File: src/verilog/spi_core_pkg.sv
// Shared constants and carrier types for the serial peripheral core
`default_nettype none
package spi_core_pkg;
  localparam logic [2:0] RESET_DIV_SEL = 3'h0;
  localparam int BITS_PER_BYTE = 8;
  localparam int DIV_COUNT_WIDTH = 8;
  // Half-period counts for the six master divisors; fastest is /4
  localparam logic [7:0] HALF_DIV0 = 8'h02;
  localparam logic [7:0] HALF_DIV1 = 8'h04;
  localparam logic [7:0] HALF_DIV2 = 8'h08;
  localparam logic [7:0] HALF_DIV3 = 8'h10;
  localparam logic [7:0] HALF_DIV4 = 8'h20;
  localparam logic [7:0] HALF_DIV5 = 8'h40;

  typedef struct packed {
    logic irq_enable;
    logic enable;
    logic master;
    logic polarity;
    logic phase;
    logic [2:0] div_sel;
  } ctrl_t;

  typedef struct packed {
    logic done;
    logic collision;
    logic overrun;
    logic mode_fault;
  } flags_t;
endpackage

`default_nettype wire

File: src/verilog/spi_core_slave_select.sv
// Serial peripheral core with master/slave modes and slave select management
`timescale 1ns/1ps
`default_nettype none
module spi_core_slave_select
(
  input wire logic sys_clk,
  input wire logic reset,
  // Control writes from software
  input wire logic ctrl_write,
  input wire spi_core_pkg::ctrl_t ctrl_wdata,
  input wire logic slave_select_soft_mode,
  input wire logic slave_select_soft_level,
  // Status and data access strobes
  input wire logic status_read,
  input wire logic data_write,
  input wire logic data_read,
  input wire logic [7:0] data_wdata,
  // Status and data out
  output logic [7:0] data_rdata,
  output spi_core_pkg::flags_t flags,
  output spi_core_pkg::ctrl_t ctrl,
  output logic irq,
  // Pins
  input wire logic sck_in,
  output logic sck_out,
  output logic sck_oe,
  input wire logic mosi_in,
  output logic mosi_out,
  output logic mosi_oe,
  input wire logic miso_in,
  output logic miso_out,
  output logic miso_oe,
  input wire logic ss_pin_n
);
  logic [1:0] sck_sync, mosi_sync, miso_sync, ss_sync;
  logic sck_prev, ss_prev_n, busy, status_seen, master_clk;
  logic [7:0] shifter, rx_buf, div_cnt;
  logic [3:0] edge_cnt;
  logic rx_bit, loaded, rx_latch;

  // Two-stage synchronisers on every pin input
  always_ff @(posedge sys_clk)
  begin
    sck_sync <= {sck_sync[0], sck_in};
    mosi_sync <= {mosi_sync[0], mosi_in};
    miso_sync <= {miso_sync[0], miso_in};
    ss_sync <= {ss_sync[0], ss_pin_n};
  end

  logic ss_int_n;
  assign ss_int_n = slave_select_soft_mode ? slave_select_soft_level
                                           : ss_sync[1];

  function automatic logic [7:0] half_div(input logic [2:0] sel);
    case (sel)
      3'h0: half_div = spi_core_pkg::HALF_DIV0;
      3'h1: half_div = spi_core_pkg::HALF_DIV1;
      3'h2: half_div = spi_core_pkg::HALF_DIV2;
      3'h3: half_div = spi_core_pkg::HALF_DIV3;
      3'h4: half_div = spi_core_pkg::HALF_DIV4;
      default: half_div = spi_core_pkg::HALF_DIV5;
    endcase
  endfunction

  logic is_master, is_slave_on, fault_now;
  assign is_master = ctrl.enable && ctrl.master;
  assign is_slave_on = ctrl.enable && !ctrl.master;
  assign fault_now = is_master && !ss_int_n;

  // Clock edge event: divider in master, synchronised pin in slave
  logic tick, slave_sck, lead_edge;
  assign slave_sck = sck_sync[1];
  assign tick = is_master ? (busy && div_cnt == 8'h01)
                          : (is_slave_on && !ss_int_n &&
                             slave_sck != sck_prev);
  // Leading edges are even-numbered (0,2,..); phase picks latch edge
  assign lead_edge = !edge_cnt[0];
  logic sample_now, shift_now;
  assign sample_now = tick && (lead_edge ^ ctrl.phase);
  assign shift_now = tick && !(lead_edge ^ ctrl.phase);
  // Tied data lines still work one way: only the driving end's oe is high
  assign rx_bit = ctrl.master ? miso_sync[1] : mosi_sync[1];

  always_ff @(posedge sys_clk)
  begin
    if (reset)
      sck_prev <= 1'b0;
    else
      sck_prev <= slave_sck;
  end

  always_ff @(posedge sys_clk)
  begin
    if (reset)
      ss_prev_n <= 1'b1;
    else
      ss_prev_n <= ss_int_n;
  end

  always_ff @(posedge sys_clk)
  begin
    if (reset || !busy || div_cnt == 8'h01)
      div_cnt <= half_div(ctrl.div_sel);
    else
      div_cnt <= div_cnt - 8'h01;
  end

  always_ff @(posedge sys_clk)
  begin
    if (reset)
      master_clk <= 1'b0;
    else if (!busy)
      master_clk <= ctrl.polarity;
    else if (is_master && tick)
      master_clk <= !master_clk;
  end

  // Transfer sequencing: master starts on write, slave on first clock
  logic byte_end, accept_write;
  assign byte_end = tick && edge_cnt == 4'hf;
  assign accept_write = data_write && !busy && !loaded &&
                        !(flags.done && !status_seen);
  always_ff @(posedge sys_clk)
  begin
    if (reset || !ctrl.enable)
      busy <= 1'b0;
    else if (byte_end)
      busy <= 1'b0;
    else if (is_master && accept_write)
      busy <= 1'b1;
    else if (is_slave_on && tick)
      busy <= 1'b1;
  end

  always_ff @(posedge sys_clk)
  begin
    if (reset || !ctrl.enable || (!busy && !tick))
      edge_cnt <= 4'h0;
    else if (tick)
      edge_cnt <= edge_cnt + 4'h1;
  end

  // Slave shifter reload allowed once select rises between bytes
  always_ff @(posedge sys_clk)
  begin
    if (reset || byte_end)
      loaded <= 1'b0;
    else if (is_slave_on && !ctrl.phase && !ss_int_n && !busy &&
             data_write && edge_cnt == 4'h0 && ss_prev_n == 1'b0 && loaded)
      loaded <= 1'b1;
    else if (ss_int_n && !ss_prev_n)
      loaded <= 1'b0;
    else if (is_slave_on && !ctrl.phase && accept_write)
      loaded <= 1'b1;
  end

  // Sampled bit is held until the shift edge so the output bit stays
  // stable across the far end's sampling edge
  always_ff @(posedge sys_clk)
  begin
    if (reset)
      rx_latch <= 1'b0;
    else if (sample_now)
      rx_latch <= rx_bit;
  end

  // Second-edge phase puts the MSB out on edge 0, so no shift there
  always_ff @(posedge sys_clk)
  begin
    if (reset)
      shifter <= 8'h00;
    else if (accept_write)
      shifter <= data_wdata;
    else if (shift_now && edge_cnt != 4'h0)
      shifter <= {shifter[6:0], rx_latch};
  end

  always_ff @(posedge sys_clk)
  begin
    if (reset)
      rx_buf <= 8'h00;
    else if (byte_end && !flags.done)
      rx_buf <= {shifter[6:0], ctrl.phase ? rx_bit : rx_latch};
  end
  assign data_rdata = rx_buf;

  // Clear sequence: status access while done, then data access
  always_ff @(posedge sys_clk)
  begin
    if (reset || !flags.done)
      status_seen <= 1'b0;
    else if (status_read)
      status_seen <= 1'b1;
  end

  always_ff @(posedge sys_clk)
  begin
    if (reset)
      flags.done <= 1'b0;
    else if (byte_end)
      flags.done <= 1'b1;
    else if (status_seen && (data_read || data_write))
      flags.done <= 1'b0;
  end

  // Collision: busy write, or first-edge slave without select toggle
  logic collide;
  assign collide = data_write && (busy || (is_slave_on && !ctrl.phase &&
                   loaded));
  always_ff @(posedge sys_clk)
  begin
    if (reset)
      flags.collision <= 1'b0;
    else if (collide)
      flags.collision <= 1'b1;
    else if (status_seen && data_read)
      flags.collision <= 1'b0;
  end

  always_ff @(posedge sys_clk)
  begin
    if (reset)
      flags.overrun <= 1'b0;
    else if (byte_end && flags.done)
      flags.overrun <= 1'b1;
    else if (status_read)
      flags.overrun <= 1'b0;
  end

  logic fault_read;
  always_ff @(posedge sys_clk)
  begin
    if (reset)
      fault_read <= 1'b0;
    else
      fault_read <= flags.mode_fault && (status_read || fault_read) &&
                    !ctrl_write;
  end

  always_ff @(posedge sys_clk)
  begin
    if (reset)
      flags.mode_fault <= 1'b0;
    else if (fault_now)
      flags.mode_fault <= 1'b1;
    else if (fault_read && ctrl_write)
      flags.mode_fault <= 1'b0;
  end

  // Control: fault forces disabled slave; enable/master locked while faulted until status is read
  always_ff @(posedge sys_clk)
  begin
    if (reset)
    begin
      ctrl <= '0;
      ctrl.div_sel <= spi_core_pkg::RESET_DIV_SEL;
    end
    else if (fault_now)
    begin
      ctrl.enable <= 1'b0;
      ctrl.master <= 1'b0;
    end
    else if (ctrl_write)
    begin
      ctrl <= ctrl_wdata;
      if (flags.mode_fault && !fault_read)
      begin
        ctrl.enable <= 1'b0;
        ctrl.master <= 1'b0;
      end
    end
  end

  assign irq = ctrl.irq_enable && (flags.done || flags.overrun ||
               flags.mode_fault);
  assign sck_out = master_clk;
  assign sck_oe = is_master;
  assign mosi_out = shifter[7];
  assign mosi_oe = is_master;
  assign miso_out = shifter[7];
  assign miso_oe = is_slave_on && !ss_int_n;

  chk_done_at_end: assert property (@(posedge sys_clk) disable iff (reset)
    byte_end |=> flags.done) else $error("done flag not set");
  chk_fault_drops: assert property (@(posedge sys_clk) disable iff (reset)
    fault_now |=> !ctrl.enable && !ctrl.master && flags.mode_fault)
    else $error("mode fault not handled");
  chk_busy_write_col: assert property (@(posedge sys_clk) disable iff (reset)
    data_write && busy |=> flags.collision && ($stable(shifter) || $past(tick)))
    else $error("collision not flagged");
  chk_overrun_keeps: assert property (@(posedge sys_clk) disable iff (reset)
    byte_end && flags.done |=> flags.overrun && $stable(rx_buf))
    else $error("overrun wrong");
  chk_soft_select: assert property (@(posedge sys_clk) disable iff (reset)
    slave_select_soft_mode |-> ss_int_n == slave_select_soft_level)
    else $error("soft select ignored");
  chk_sck_drive: assert property (@(posedge sys_clk) disable iff (reset)
    !ctrl.master |-> !sck_oe) else $error("sck driven as slave");
  chk_div_fast: assert property (@(posedge sys_clk) disable iff (reset)
    is_master && tick |-> ##1 !tick) else $error("clock too fast");
  chk_phase_shift: assert property (@(posedge sys_clk) disable iff (reset)
    sample_now |-> !shift_now) else $error("edge overlap");
endmodule // spi_core_slave_select
`default_nettype wire
File: config.mk
export PLATFORM = sky130hd
export DESIGN_NAME = spi_core_slave_select
export DESIGN_NICKNAME = d
export VERILOG_FILES = /design/src/verilog/spi_core_pkg.sv /design/src/verilog/spi_core_slave_select.sv
export SDC_FILE = /design/constraint.sdc
export NUM_CORES = 1
export LEC_CHECK = 0
export BUFFER_PORTS_ARGS = -buffer_cell sky130_fd_sc_hd__buf_2
export CAP_MARGIN = 20
export CORE_AREA = 10 10 92 86
export CTS_CLUSTER_DIAMETER = 60
export DETAILED_ROUTE_END_ITERATION = 8
export DIE_AREA = 0 0 102 96
export GPL_TIMING_DRIVEN = 0
export PLACE_DENSITY = 0.69
export SLEW_MARGIN = 20
export SYNTH_ARGS = -nofsm -noshare
export SYNTH_HDL_FRONTEND = slang
export SYNTH_SLANG_ARGS = --single-unit
File: constraint.sdc
create_clock -name sys_clk -period 2.8 [get_ports sys_clk]
set_input_delay 0.42 -clock sys_clk [delete_from_list [all_inputs] [get_ports sys_clk]]
set_output_delay 0.42 -clock sys_clk [all_outputs]
set_load 0.05 [all_outputs]
==> flow_metrics.tcl, run 1 <==
set metrics [dict create \
    syn_to_final_growth_pct 20.2 \
    synth.area.mux_share 0.0795 \
    die-height_um 96 \
    slowest_delay_ns 0.61 \
    synthDistinctLibCells 45 \
    layout.nets 336 \
    end_kind "flip-flop" \
    synth_seq_cells 56 \
    max_freq_mhz 450 \
    dieArea_mm2 0.00979 \
    cts_buffers 5 \
    hold_violations 0 \
    synthCells 243 \
    synth_seq_area_share 0.485 \
    drt_iter0_markers 112 \
    gp_congestion 0.798 \
    yosysWarningCount 0 \
    cellLeakagePower_uw 0.00116 \
    final_common_cell "dfxtp_1" \
    period_minus_slack_ns 2.22 \
    hold_slack_ns 0.205 \
    setup_violations 0 \
    cts_hold_buffers 0 \
    max-cap-violations 0 \
    drv_slew 0 \
    pwr_density_cell_mw_per_mm2 552 \
    antenna_found_initial 0 \
    dp_worst_setup_slack_ns 0.552 \
    fin_cells 377 \
    switching_share 0.248 \
    status "finished, final reports clean" \
    tightest_slew_ns 0.604 \
    portBuffers 54 \
    cts_root_buf "clkbuf_8" \
    hold_class "in2reg" \
    row_count 27 \
    netlist_area_mm2 0.00231 \
    tns_ns 0 \
    yosys.area_share.simple 0.232 \
    track_usage 0.110 \
    synth_top_family_by_area "simple AND/OR/NAND/NOR gates" \
    antenna_left 0 \
    wl_met3_um 237 \
    fillCellCount 594 \
    htreeDepth 2 \
    crit_type "reg2reg" \
    crit_chain "ha_1 > nor3b_1 > nand4_4 > a221oi_4 > mux2i_1 > o21ai_1" \
    synthArstFlopShare 0 \
    synth_enable_flop_cells 0 \
    final_layout_size_suffix_gt1_frac 0.239 \
    wl_met1_um 2250 \
    drc 0 \
    combPwrFrac 0.106 \
    setup_ws_ns 0.580 \
    top_layer "met4" \
    arrival_ns 2.42 \
    clock_latency_ns 0.31 \
    vias 1869 \
    mostFrequentLayoutCells "dfxtp_1, buf_2, nand2_1" \
    clkPwrFrac 0.340 \
    rsz0062_at_grt "false" \
    pwr-share-seq 0.554 \
    start_util 0.385 \
    clk_pin_slew_ns 0.10 \
    synthAdderAreaFrac 0.0216 \
    boundaryPins 55 \
    required_ns 3.00 \
    ys.flop_type "dfxtp_1" \
    cts_setup_buffers 0 \
    p_int_uw 1150 \
    start_kind "flip-flop" \
    cts_tree "done" \
    dp_cells 369 \
    ctsResizeCount 0 \
    clock_path_buffers 2 \
    slew_headroom 0.597 \
    max-vdd-ir-drop_v 0.000250 \
    core_area_mm2 0.00601 \
    critical_path.max_fanout 8 \
    clkSinkCount 56 \
    grt_pass1_vias 1901 \
    grt_max_degree 17 \
    synth_xor_area_frac 0.0455 \
    synthesis.area_per_instance_um2 9.52 \
    crit_slowest_cell "a221oi_4" \
    grt_remaining_overflow 0 \
    wl_per_cell_um 13.7 \
    die_w_um 102 \
    synth_nets 275 \
    diodes 0 \
    fin_skew_ns 0.0128 \
    synth-compound-area-share 0.112 \
    fin_crit_sh 0.793 \
    finalWirelength_um 5170 \
    p_sw_uw 381 \
    via_per_inst 4.96 \
    first_pass_iters 6 \
    grt_pass1_wl_um 8690 \
    finalPower_uw 1530 \
    hpwl_um 4000 \
    dr_wl_met2_um 2590 \
]
power groups by stage:
| stage | Clock (µW) | Sequential [µW] | Combinational, µW |
|---|---|---|---|
| 5_1_grt | 562 | 854 | 181 |
| 4_1_cts | 533 | 849 | 165 |
| 3_5_place_dp | 0 | 868 | 164 |
| 3_3_place_gp | 0 | 867 | 161 |
| 2_1_floorplan | 0 | 890 | 87.9 |
| 6_report | 521 | 849 | 163 |
state kept, by name, indices dropped and copies added, names as in the netlist, 2 cells and up:
name        cells
ctrl            8
data_rdata      8
div_cnt         8
edge_cnt        4
flags           4
miso_sync       2
mosi_sync       2
sck_sync        2
shifter         8
ss_sync         2
cell families (layout without fill, tap and decap cells):
logic type / after synthesis / in the layout
XOR/XNOR: 12 / 12
buffers and inverters: 13 / 75
AND/OR/NAND/NOR: 99 / 99
adder cells (fa/ha/maj): 4 / 4
AO/OA/AOI/OAI: 41 / 41
flip-flops: 56 / 56
multiplexers: 18 / 18
worst paths after layout:
check             cells after the start                   from                      end  slack (ns)
setup / recovery                      6  div_cnt[0]$_SDFF_PN0_  shifter[0]$_SDFFE_PP0P_        0.58
hold / removal                        1                 sck_in      sck_sync[0]$_DFF_P_        0.21
setup reg to reg                      6  div_cnt[0]$_SDFF_PN0_  shifter[0]$_SDFFE_PP0P_        0.58
hold reg to reg                       0   miso_sync[0]$_DFF_P_     miso_sync[1]$_DFF_P_        0.33
per-layer routing:
layer	track usage	vias to the layer above
li1	-	959
met1	0.125	871
met2	0.189	30
met3	0.0351	9
met4	0.0423	0
met5	0	-
per-stage QoR:
step            util  instance area, µm²
2_1_floorplan      -                2310
3_3_place_gp   0.444                2670
3_5_place_dp   0.444                2670
4_1_cts        0.462                2780
5_1_grt        0.462                2780
6_report       0.462                2780
synth_stat cells, types with 2 or more instances:
cell / number / share of area
a21oi_1: 12 / 0.026
a31oi_1: 2 / 0.0054
buf_4: 2 / 0.0065
clkbuf_1: 5 / 0.0081
dfxtp_1: 56 / 0.48
ha_1: 4 / 0.022
inv_1: 5 / 0.0081
mux2i_1: 17 / 0.074
nand2_1: 30 / 0.049
nand2b_1: 5 / 0.014
nand3_1: 9 / 0.019
nand3b_1: 2 / 0.0065
nand4b_1: 2 / 0.0076
nor2_1: 28 / 0.045
nor2b_1: 3 / 0.0081
nor3_1: 3 / 0.0065
nor3b_1: 4 / 0.013
o21ai_0: 9 / 0.019
o21ai_1: 8 / 0.017
or3b_2: 2 / 0.0076
xnor2_1: 6 / 0.023
xor2_1: 6 / 0.023
worst max-delay path, delay by kind of cell (launching register included):
kind / cells / cell delay [ns]
AO/OA/AOI/OAI: 2 / 0.68
AND/OR/NAND/NOR: 2 / 0.62
flip-flops: 1 / 0.39
multiplexers: 1 / 0.26
adder cells (fa/ha/maj): 1 / 0.15
layout make-up:
class | instances | area (µm²) | share of cell area
Timing Repair Buffer | 54 | 270 | 0.0972
Multi-Input combinational cell | 174 | 1130 | 0.408
Inverter | 6 | 22.5 | 0.00810
Clock buffer | 6 | 72.6 | 0.0261
Clock inverter | 2 | 35.0 | 0.0126
Tap cell | 72 | 90.1 | 0.0324
Sequential cell | 56 | 1120 | 0.403
Buffer | 7 | 33.8 | 0.0122
Power figures use the tool's default switching activity.
==> inputs of run 2 (changes only) <==
==> constraint.sdc (replaced) <==
create_clock -name sys_clk -period 2.2 [get_ports sys_clk]
set_input_delay 0.33 -clock sys_clk [delete_from_list [all_inputs] [get_ports sys_clk]]
set_output_delay 0.33 -clock sys_clk [all_outputs]
set_load 0.05 [all_outputs]
==> run 2 against run 1 <==
Count of clock-buffer cells in the layout unchanged. Wire length decreased by 1.1%. Critical path type unchanged. Hold slack got worse by 0.086 ns. Via count decreased by 1.0%. First-iteration DRC count decreased by 17%. Global-route usage increased by 0.082 points. Largest cell class unchanged. Sequential share of layout area about the same. Combinational power increased by 27%.
==> flow_metrics.tcl, run 2 (synthesis gave the netlist of run 1 again) <==
set metrics [dict create \
    drt_iter0_markers 93 \
    core_area_mm2 0.00601 \
    p_sw_uw 469 \
    cp-startpoint "div_cnt[1]$_DFF_P_" \
    via_per_inst 4.91 \
    max-cap-violations 0 \
    grt_pass1_vias 1846 \
    hold_slack_ns 0.119 \
    diodes 0 \
    cts_root_buf "clkbuf_8" \
    arrival_ns 2.15 \
    p_int_uw 1350 \
    clkSinkCount 56 \
    start_kind "flip-flop" \
    vias 1850 \
    hold_violations 0 \
    dp_cells 369 \
    slew_headroom 0.666 \
    setup_violations 0 \
    die_w_um 102 \
    gp_congestion 0.815 \
    cts_buffers 5 \
    slowest_delay_ns 0.50 \
    clock_path_buffers 2 \
    switching_share 0.258 \
    drv_slew 0 \
    hpwl_um 3980 \
    pwr_density_cell_mw_per_mm2 652 \
    cp-endpoint "div_cnt[3]$_DFF_P_" \
    final_util 0.463 \
    cts_tree "done" \
    rsz0062_at_grt "false" \
    mostFrequentLayoutCells "dfxtp_1, buf_2, nand2_1" \
    grt_remaining_overflow 0 \
    timing.rr.end "div_cnt[3]$_DFF_P_" \
    tightest_slew_ns 0.488 \
    worst-r2r-cell-count 8 \
    fin_cells 377 \
    boundaryPins 55 \
    clock_latency_ns 0.31 \
    required_ns 2.39 \
    critical_path.max_fanout 10 \
    max_freq_mhz 510 \
    finalWirelength_um 5110 \
    rr_startpoint "div_cnt[1]$_DFF_P_" \
    layout.nets 337 \
    antenna_left 0 \
    drc 0 \
    grt_max_degree 16 \
    start_util 0.385 \
    wl_per_cell_um 13.6 \
    htreeDepth 2 \
    tns_ns 0 \
    critical_path.top_delay_family "simple AND/OR/NAND/NOR gates" \
    fillCellCount 589 \
    fin_skew_ns 0.00935 \
    hold_class "in2reg" \
    crit_buf_inv 2 \
    place_area_mm2 0.00268 \
    dieArea_mm2 0.00979 \
    crit_type "reg2reg" \
    final_layout_size_suffix_gt1_frac 0.249 \
    portBuffers 54 \
    crit_chain "inv_1 > ha_1 > nor3b_2 > and2_2 > or3b_2 > clkbuf_1 > nand2_1 > o21ai_0" \
    fin_crit_sh 0.891 \
    cellLeakagePower_uw 0.00116 \
    clkPwrFrac 0.291 \
    grt_pass1_wl_um 8670 \
    combPwrFrac 0.114 \
    status "finished, final reports clean" \
    final_area_mm2 0.00279 \
    worstSetupPathDepth 8 \
    pwr-share-seq 0.595 \
    antenna_found_initial 0 \
    clk_pin_slew_ns 0.09 \
    cts_hold_buffers 0 \
    crit_slowest_cell "or3b_2" \
    max-vdd-ir-drop_v 0.000443 \
    track_usage 0.111 \
    syn_to_final_growth_pct 20.5 \
    row_count 27 \
    die-height_um 96 \
    period_minus_slack_ns 1.96 \
    reg2reg_slack_ns 0.24 \
    first_pass_iters 4 \
    end_kind "flip-flop" \
]
-- run 2: changes by cell type in the layout (fill, tap and decap cells not counted) --
cell	previous run	this run
a21oi_4	0	1
bufinv_16	1	0
nor3b_2	0	1
dfxtp_1	56	54
a21oi_2	1	0
nor3b_1	4	3
dfxtp_2	0	2
buf_12	0	1
-- run 2: area by class of cell --
type	count	area, µm²	share of cell area
plain buffers	7	33.8	0.0121
flip-flops and latches	56	1120	0.403
multi-input cells	174	1150	0.412
inverters	6	22.5	0.00809
clock buffers	6	72.6	0.0261
repair buffers	55	290	0.104
clock inverters	1	5.00	0.00180
well taps	72	90.1	0.0323
-- run 2: through the flow --
step / power (µW) / setup slack [ns]
6_report: 1820 / 0.240
5_1_grt: 1910 / 0.0433
2_1_floorplan: 1250 / 0.143
3_5_place_dp: 1310 / -0.0373
3_3_place_gp: 1310 / -0.00515
4_1_cts: 1840 / 0.0133
-- run 2: per-layer routing --
layer	part of all wire	vias up	GRT usage	wire length (µm)
met2	0.52	23	0.195	2670
met5	0	-	0	0
met3	0.036	5	0.0315	184
met1	0.43	860	0.124	2180
li1	-	962	-	-
met4	0.015	0	0.0458	78
-- run 2: power groups by stage --
| stage | Sequential [µW] | Clock [µW] | Combinational, µW |
|---|---|---|---|
| final | 1080 | 528 | 207 |
| after global routing | 1090 | 592 | 229 |
| after CTS | 1080 | 550 | 208 |
| after detailed placement | 1110 | 0 | 207 |
| after global placement | 1100 | 0 | 205 |
| after floorplan | 1130 | 0 | 112 |
-- run 2: worst min path at each step --
stage	from	to	slack, ns	depth (start not counted)
global route	ss_pin_n	ss_sync[0]$_DFF_P_	0.11	1
detailed placement	mosi_sync[0]$_DFF_P_	mosi_sync[1]$_DFF_P_	0.31	0
global placement	sck_sync[0]$_DFF_P_	sck_sync[1]$_DFF_P_	0.31	0
finish	ss_pin_n	ss_sync[0]$_DFF_P_	0.12	1
floorplan	miso_sync[0]$_DFF_P_	miso_sync[1]$_DFF_P_	0.31	0
CTS	ss_pin_n	ss_sync[0]$_DFF_P_	0.11	1
-- run 2: what timing repair did --
action                     CTS  global route
setup endpoints to repair    8            18
pin swaps                    1             0
gates resized for setup      0             2
buffers inserted             1             0
-- run 2: worst register-to-register path, stage by stage, from the launching register on --
cell	delay [ns]
dfxtp_1	0.34
inv_1	0.06
ha_1	0.17
nor3b_2	0.18
and2_2	0.20
or3b_2	0.50
clkbuf_1	0.24
nand2_1	0.09
o21ai_0	0.07
==> inputs of run 3 (changes only) <==
==> constraint.sdc (replaced) <==
create_clock -name sys_clk -period 2.2 [get_ports sys_clk]
set_input_delay 0.11 -clock sys_clk [delete_from_list [all_inputs] [get_ports sys_clk]]
set_output_delay 0.11 -clock sys_clk [all_outputs]
set_load 0.05 [all_outputs]
==> run 3 against run 2 <==
Clock power about the same. Register-to-register slack about the same. Flip-flop and latch count unchanged. Non-clock buffer count up 7. Total power up 0.57%. Largest power group unchanged.
==> flow_metrics.tcl, run 3 (synthesis gave the netlist of run 1 again) <==
set metrics [dict create \
    status "finished, final reports clean" \
    p_sw_uw 471 \
    finalWirelength_um 5180 \
    clock_path_buffers 2 \
    worst-r2r-cell-count 8 \
    antenna_left 0 \
    grt_remaining_overflow 0 \
    start_kind "flip-flop" \
    p_int_uw 1350 \
    mostFrequentLayoutCells "dfxtp_1, buf_2, nand2_1" \
    reg2reg_slack_ns 0.24 \
    drv_slew 0 \
    die_w_um 102 \
    layout.nets 344 \
    core_area_mm2 0.00601 \
    clk_pin_slew_ns 0.09 \
    end_kind "flip-flop" \
    pwr_density_cell_mw_per_mm2 639 \
    track_usage 0.113 \
    diodes 0 \
    via_per_inst 4.90 \
    cellLeakagePower_uw 0.00119 \
    cp-endpoint "div_cnt[3]$_DFF_P_" \
    dieArea_mm2 0.00979 \
    fin_crit_sh 0.890 \
    max_freq_mhz 510 \
    critical_path.max_fanout 10 \
    tns_ns 0 \
    fin_skew_ns 0.00824 \
    hold_slack_ns 0.00780 \
    clkSinkCount 56 \
    boundaryPins 55 \
    htreeDepth 2 \
    row_count 27 \
    cts_root_buf "clkbuf_8" \
    die-height_um 96 \
    drt_iter0_markers 99 \
    setup_violations 0 \
    crit_type "reg2reg" \
    rr_startpoint "div_cnt[1]$_DFF_P_" \
    max-cap-violations 0 \
    cts_tree "done" \
    cts_buffers 5 \
    first_pass_iters 4 \
    antenna_found_initial 0 \
    rsz0062_at_grt "false" \
    hold_violations 0 \
    grt_max_degree 16 \
    max-vdd-ir-drop_v 0.000443 \
    setup_ws_ns 0.241 \
    cp-startpoint "div_cnt[1]$_DFF_P_" \
    arrival_ns 2.15 \
    multi_input_area_mm2 0.00115 \
    hpwl_um 3980 \
    syn_to_final_growth_pct 23.5 \
    portBuffers 54 \
    period_minus_slack_ns 1.96 \
    required_ns 2.39 \
    drc 0 \
    dp_worst_setup_slack_ns -0.0373 \
    grt_pass1_vias 1884 \
    timing.rr.end "div_cnt[3]$_DFF_P_" \
    clock_latency_ns 0.31 \
    dp_cells 369 \
    hold_class "in2reg" \
    wl_per_cell_um 13.5 \
    pwr-share-seq 0.592 \
    fin_cells 384 \
    final_layout_size_suffix_gt1_frac 0.244 \
    gp_congestion 0.815 \
    slew_headroom 0.673 \
    fillCellCount 585 \
    switching_share 0.258 \
    clkPwrFrac 0.289 \
    vias 1881 \
    finalPower_uw 1830 \
    grt_pass1_wl_um 8850 \
    tightest_slew_ns 0.478 \
    regArea_mm2 0.00112 \
    start_util 0.385 \
    combPwrFrac 0.119 \
]
## run 3: repair_timing
action	4_1_cts	5_1_grt
setup endpoints to repair	8	18
endpoints found under the hold margin	7	0
setup buffers	1	0
pin swaps	1	0
hold buffers	7	0
gates resized for setup	0	2
## run 3: layout make-up
| class | count | share of cell area |
|---|---|---|
| Multi-Input combinational cell | 174 | 0.402 |
| Sequential cell | 56 | 0.394 |
| Timing Repair Buffer | 62 | 0.126 |
| Tap cell | 72 | 0.0316 |
| Clock buffer | 6 | 0.0254 |
| Buffer | 7 | 0.0118 |
| Inverter | 6 | 0.00789 |
| Clock inverter | 1 | 0.00175 |
## run 3: worst min path at each step
| stage | to | depth (start not counted) | startpoint |
|---|---|---|---|
| 2_1_floorplan | miso_sync[0]$_DFF_P_ | 0 | miso_in |
| 3_3_place_gp | sck_sync[0]$_DFF_P_ | 1 | sck_in |
| 3_5_place_dp | miso_sync[0]$_DFF_P_ | 1 | miso_in |
| 4_1_cts | shifter[7]$_SDFFE_PP0P_ | 3 | data_wdata[7] |
| 5_1_grt | shifter[0]$_SDFFE_PP0P_ | 3 | data_wdata[0] |
| 6_report | shifter[4]$_SDFFE_PP0P_ | 3 | data_wdata[4] |
## run 3: metal layers
layer	track usage	wire (µm)	vias up
li1	-	-	979
met4	0.0458	78	0
met5	0	0	-
met2	0.200	2740	26
met1	0.126	2180	870
met3	0.0301	185	6
## run 3: critical path: stages, from the launching register on
cell and delay (ns):
dfxtp_1 0.34, inv_1 0.06, ha_1 0.17, nor3b_2 0.18
and2_2 0.20, or3b_2 0.50, clkbuf_1 0.23, nand2_1 0.09
o21ai_0 0.07
## run 3: power by group through the flow
stage / Sequential (µW) / Combinational (µW) / Clock, µW
6_report: 1080 / 217 / 528
2_1_floorplan: 1130 / 112 / 0
3_5_place_dp: 1110 / 207 / 0
3_3_place_gp: 1100 / 205 / 0
4_1_cts: 1080 / 218 / 550
5_1_grt: 1090 / 239 / 591
## run 3: per-stage QoR
stage | instance area [µm²] | utilization
finish | 2860 | 0.475
global placement | 2680 | 0.445
floorplan | 2310 | -
detailed placement | 2680 | 0.445
CTS | 2840 | 0.473
global route | 2860 | 0.475
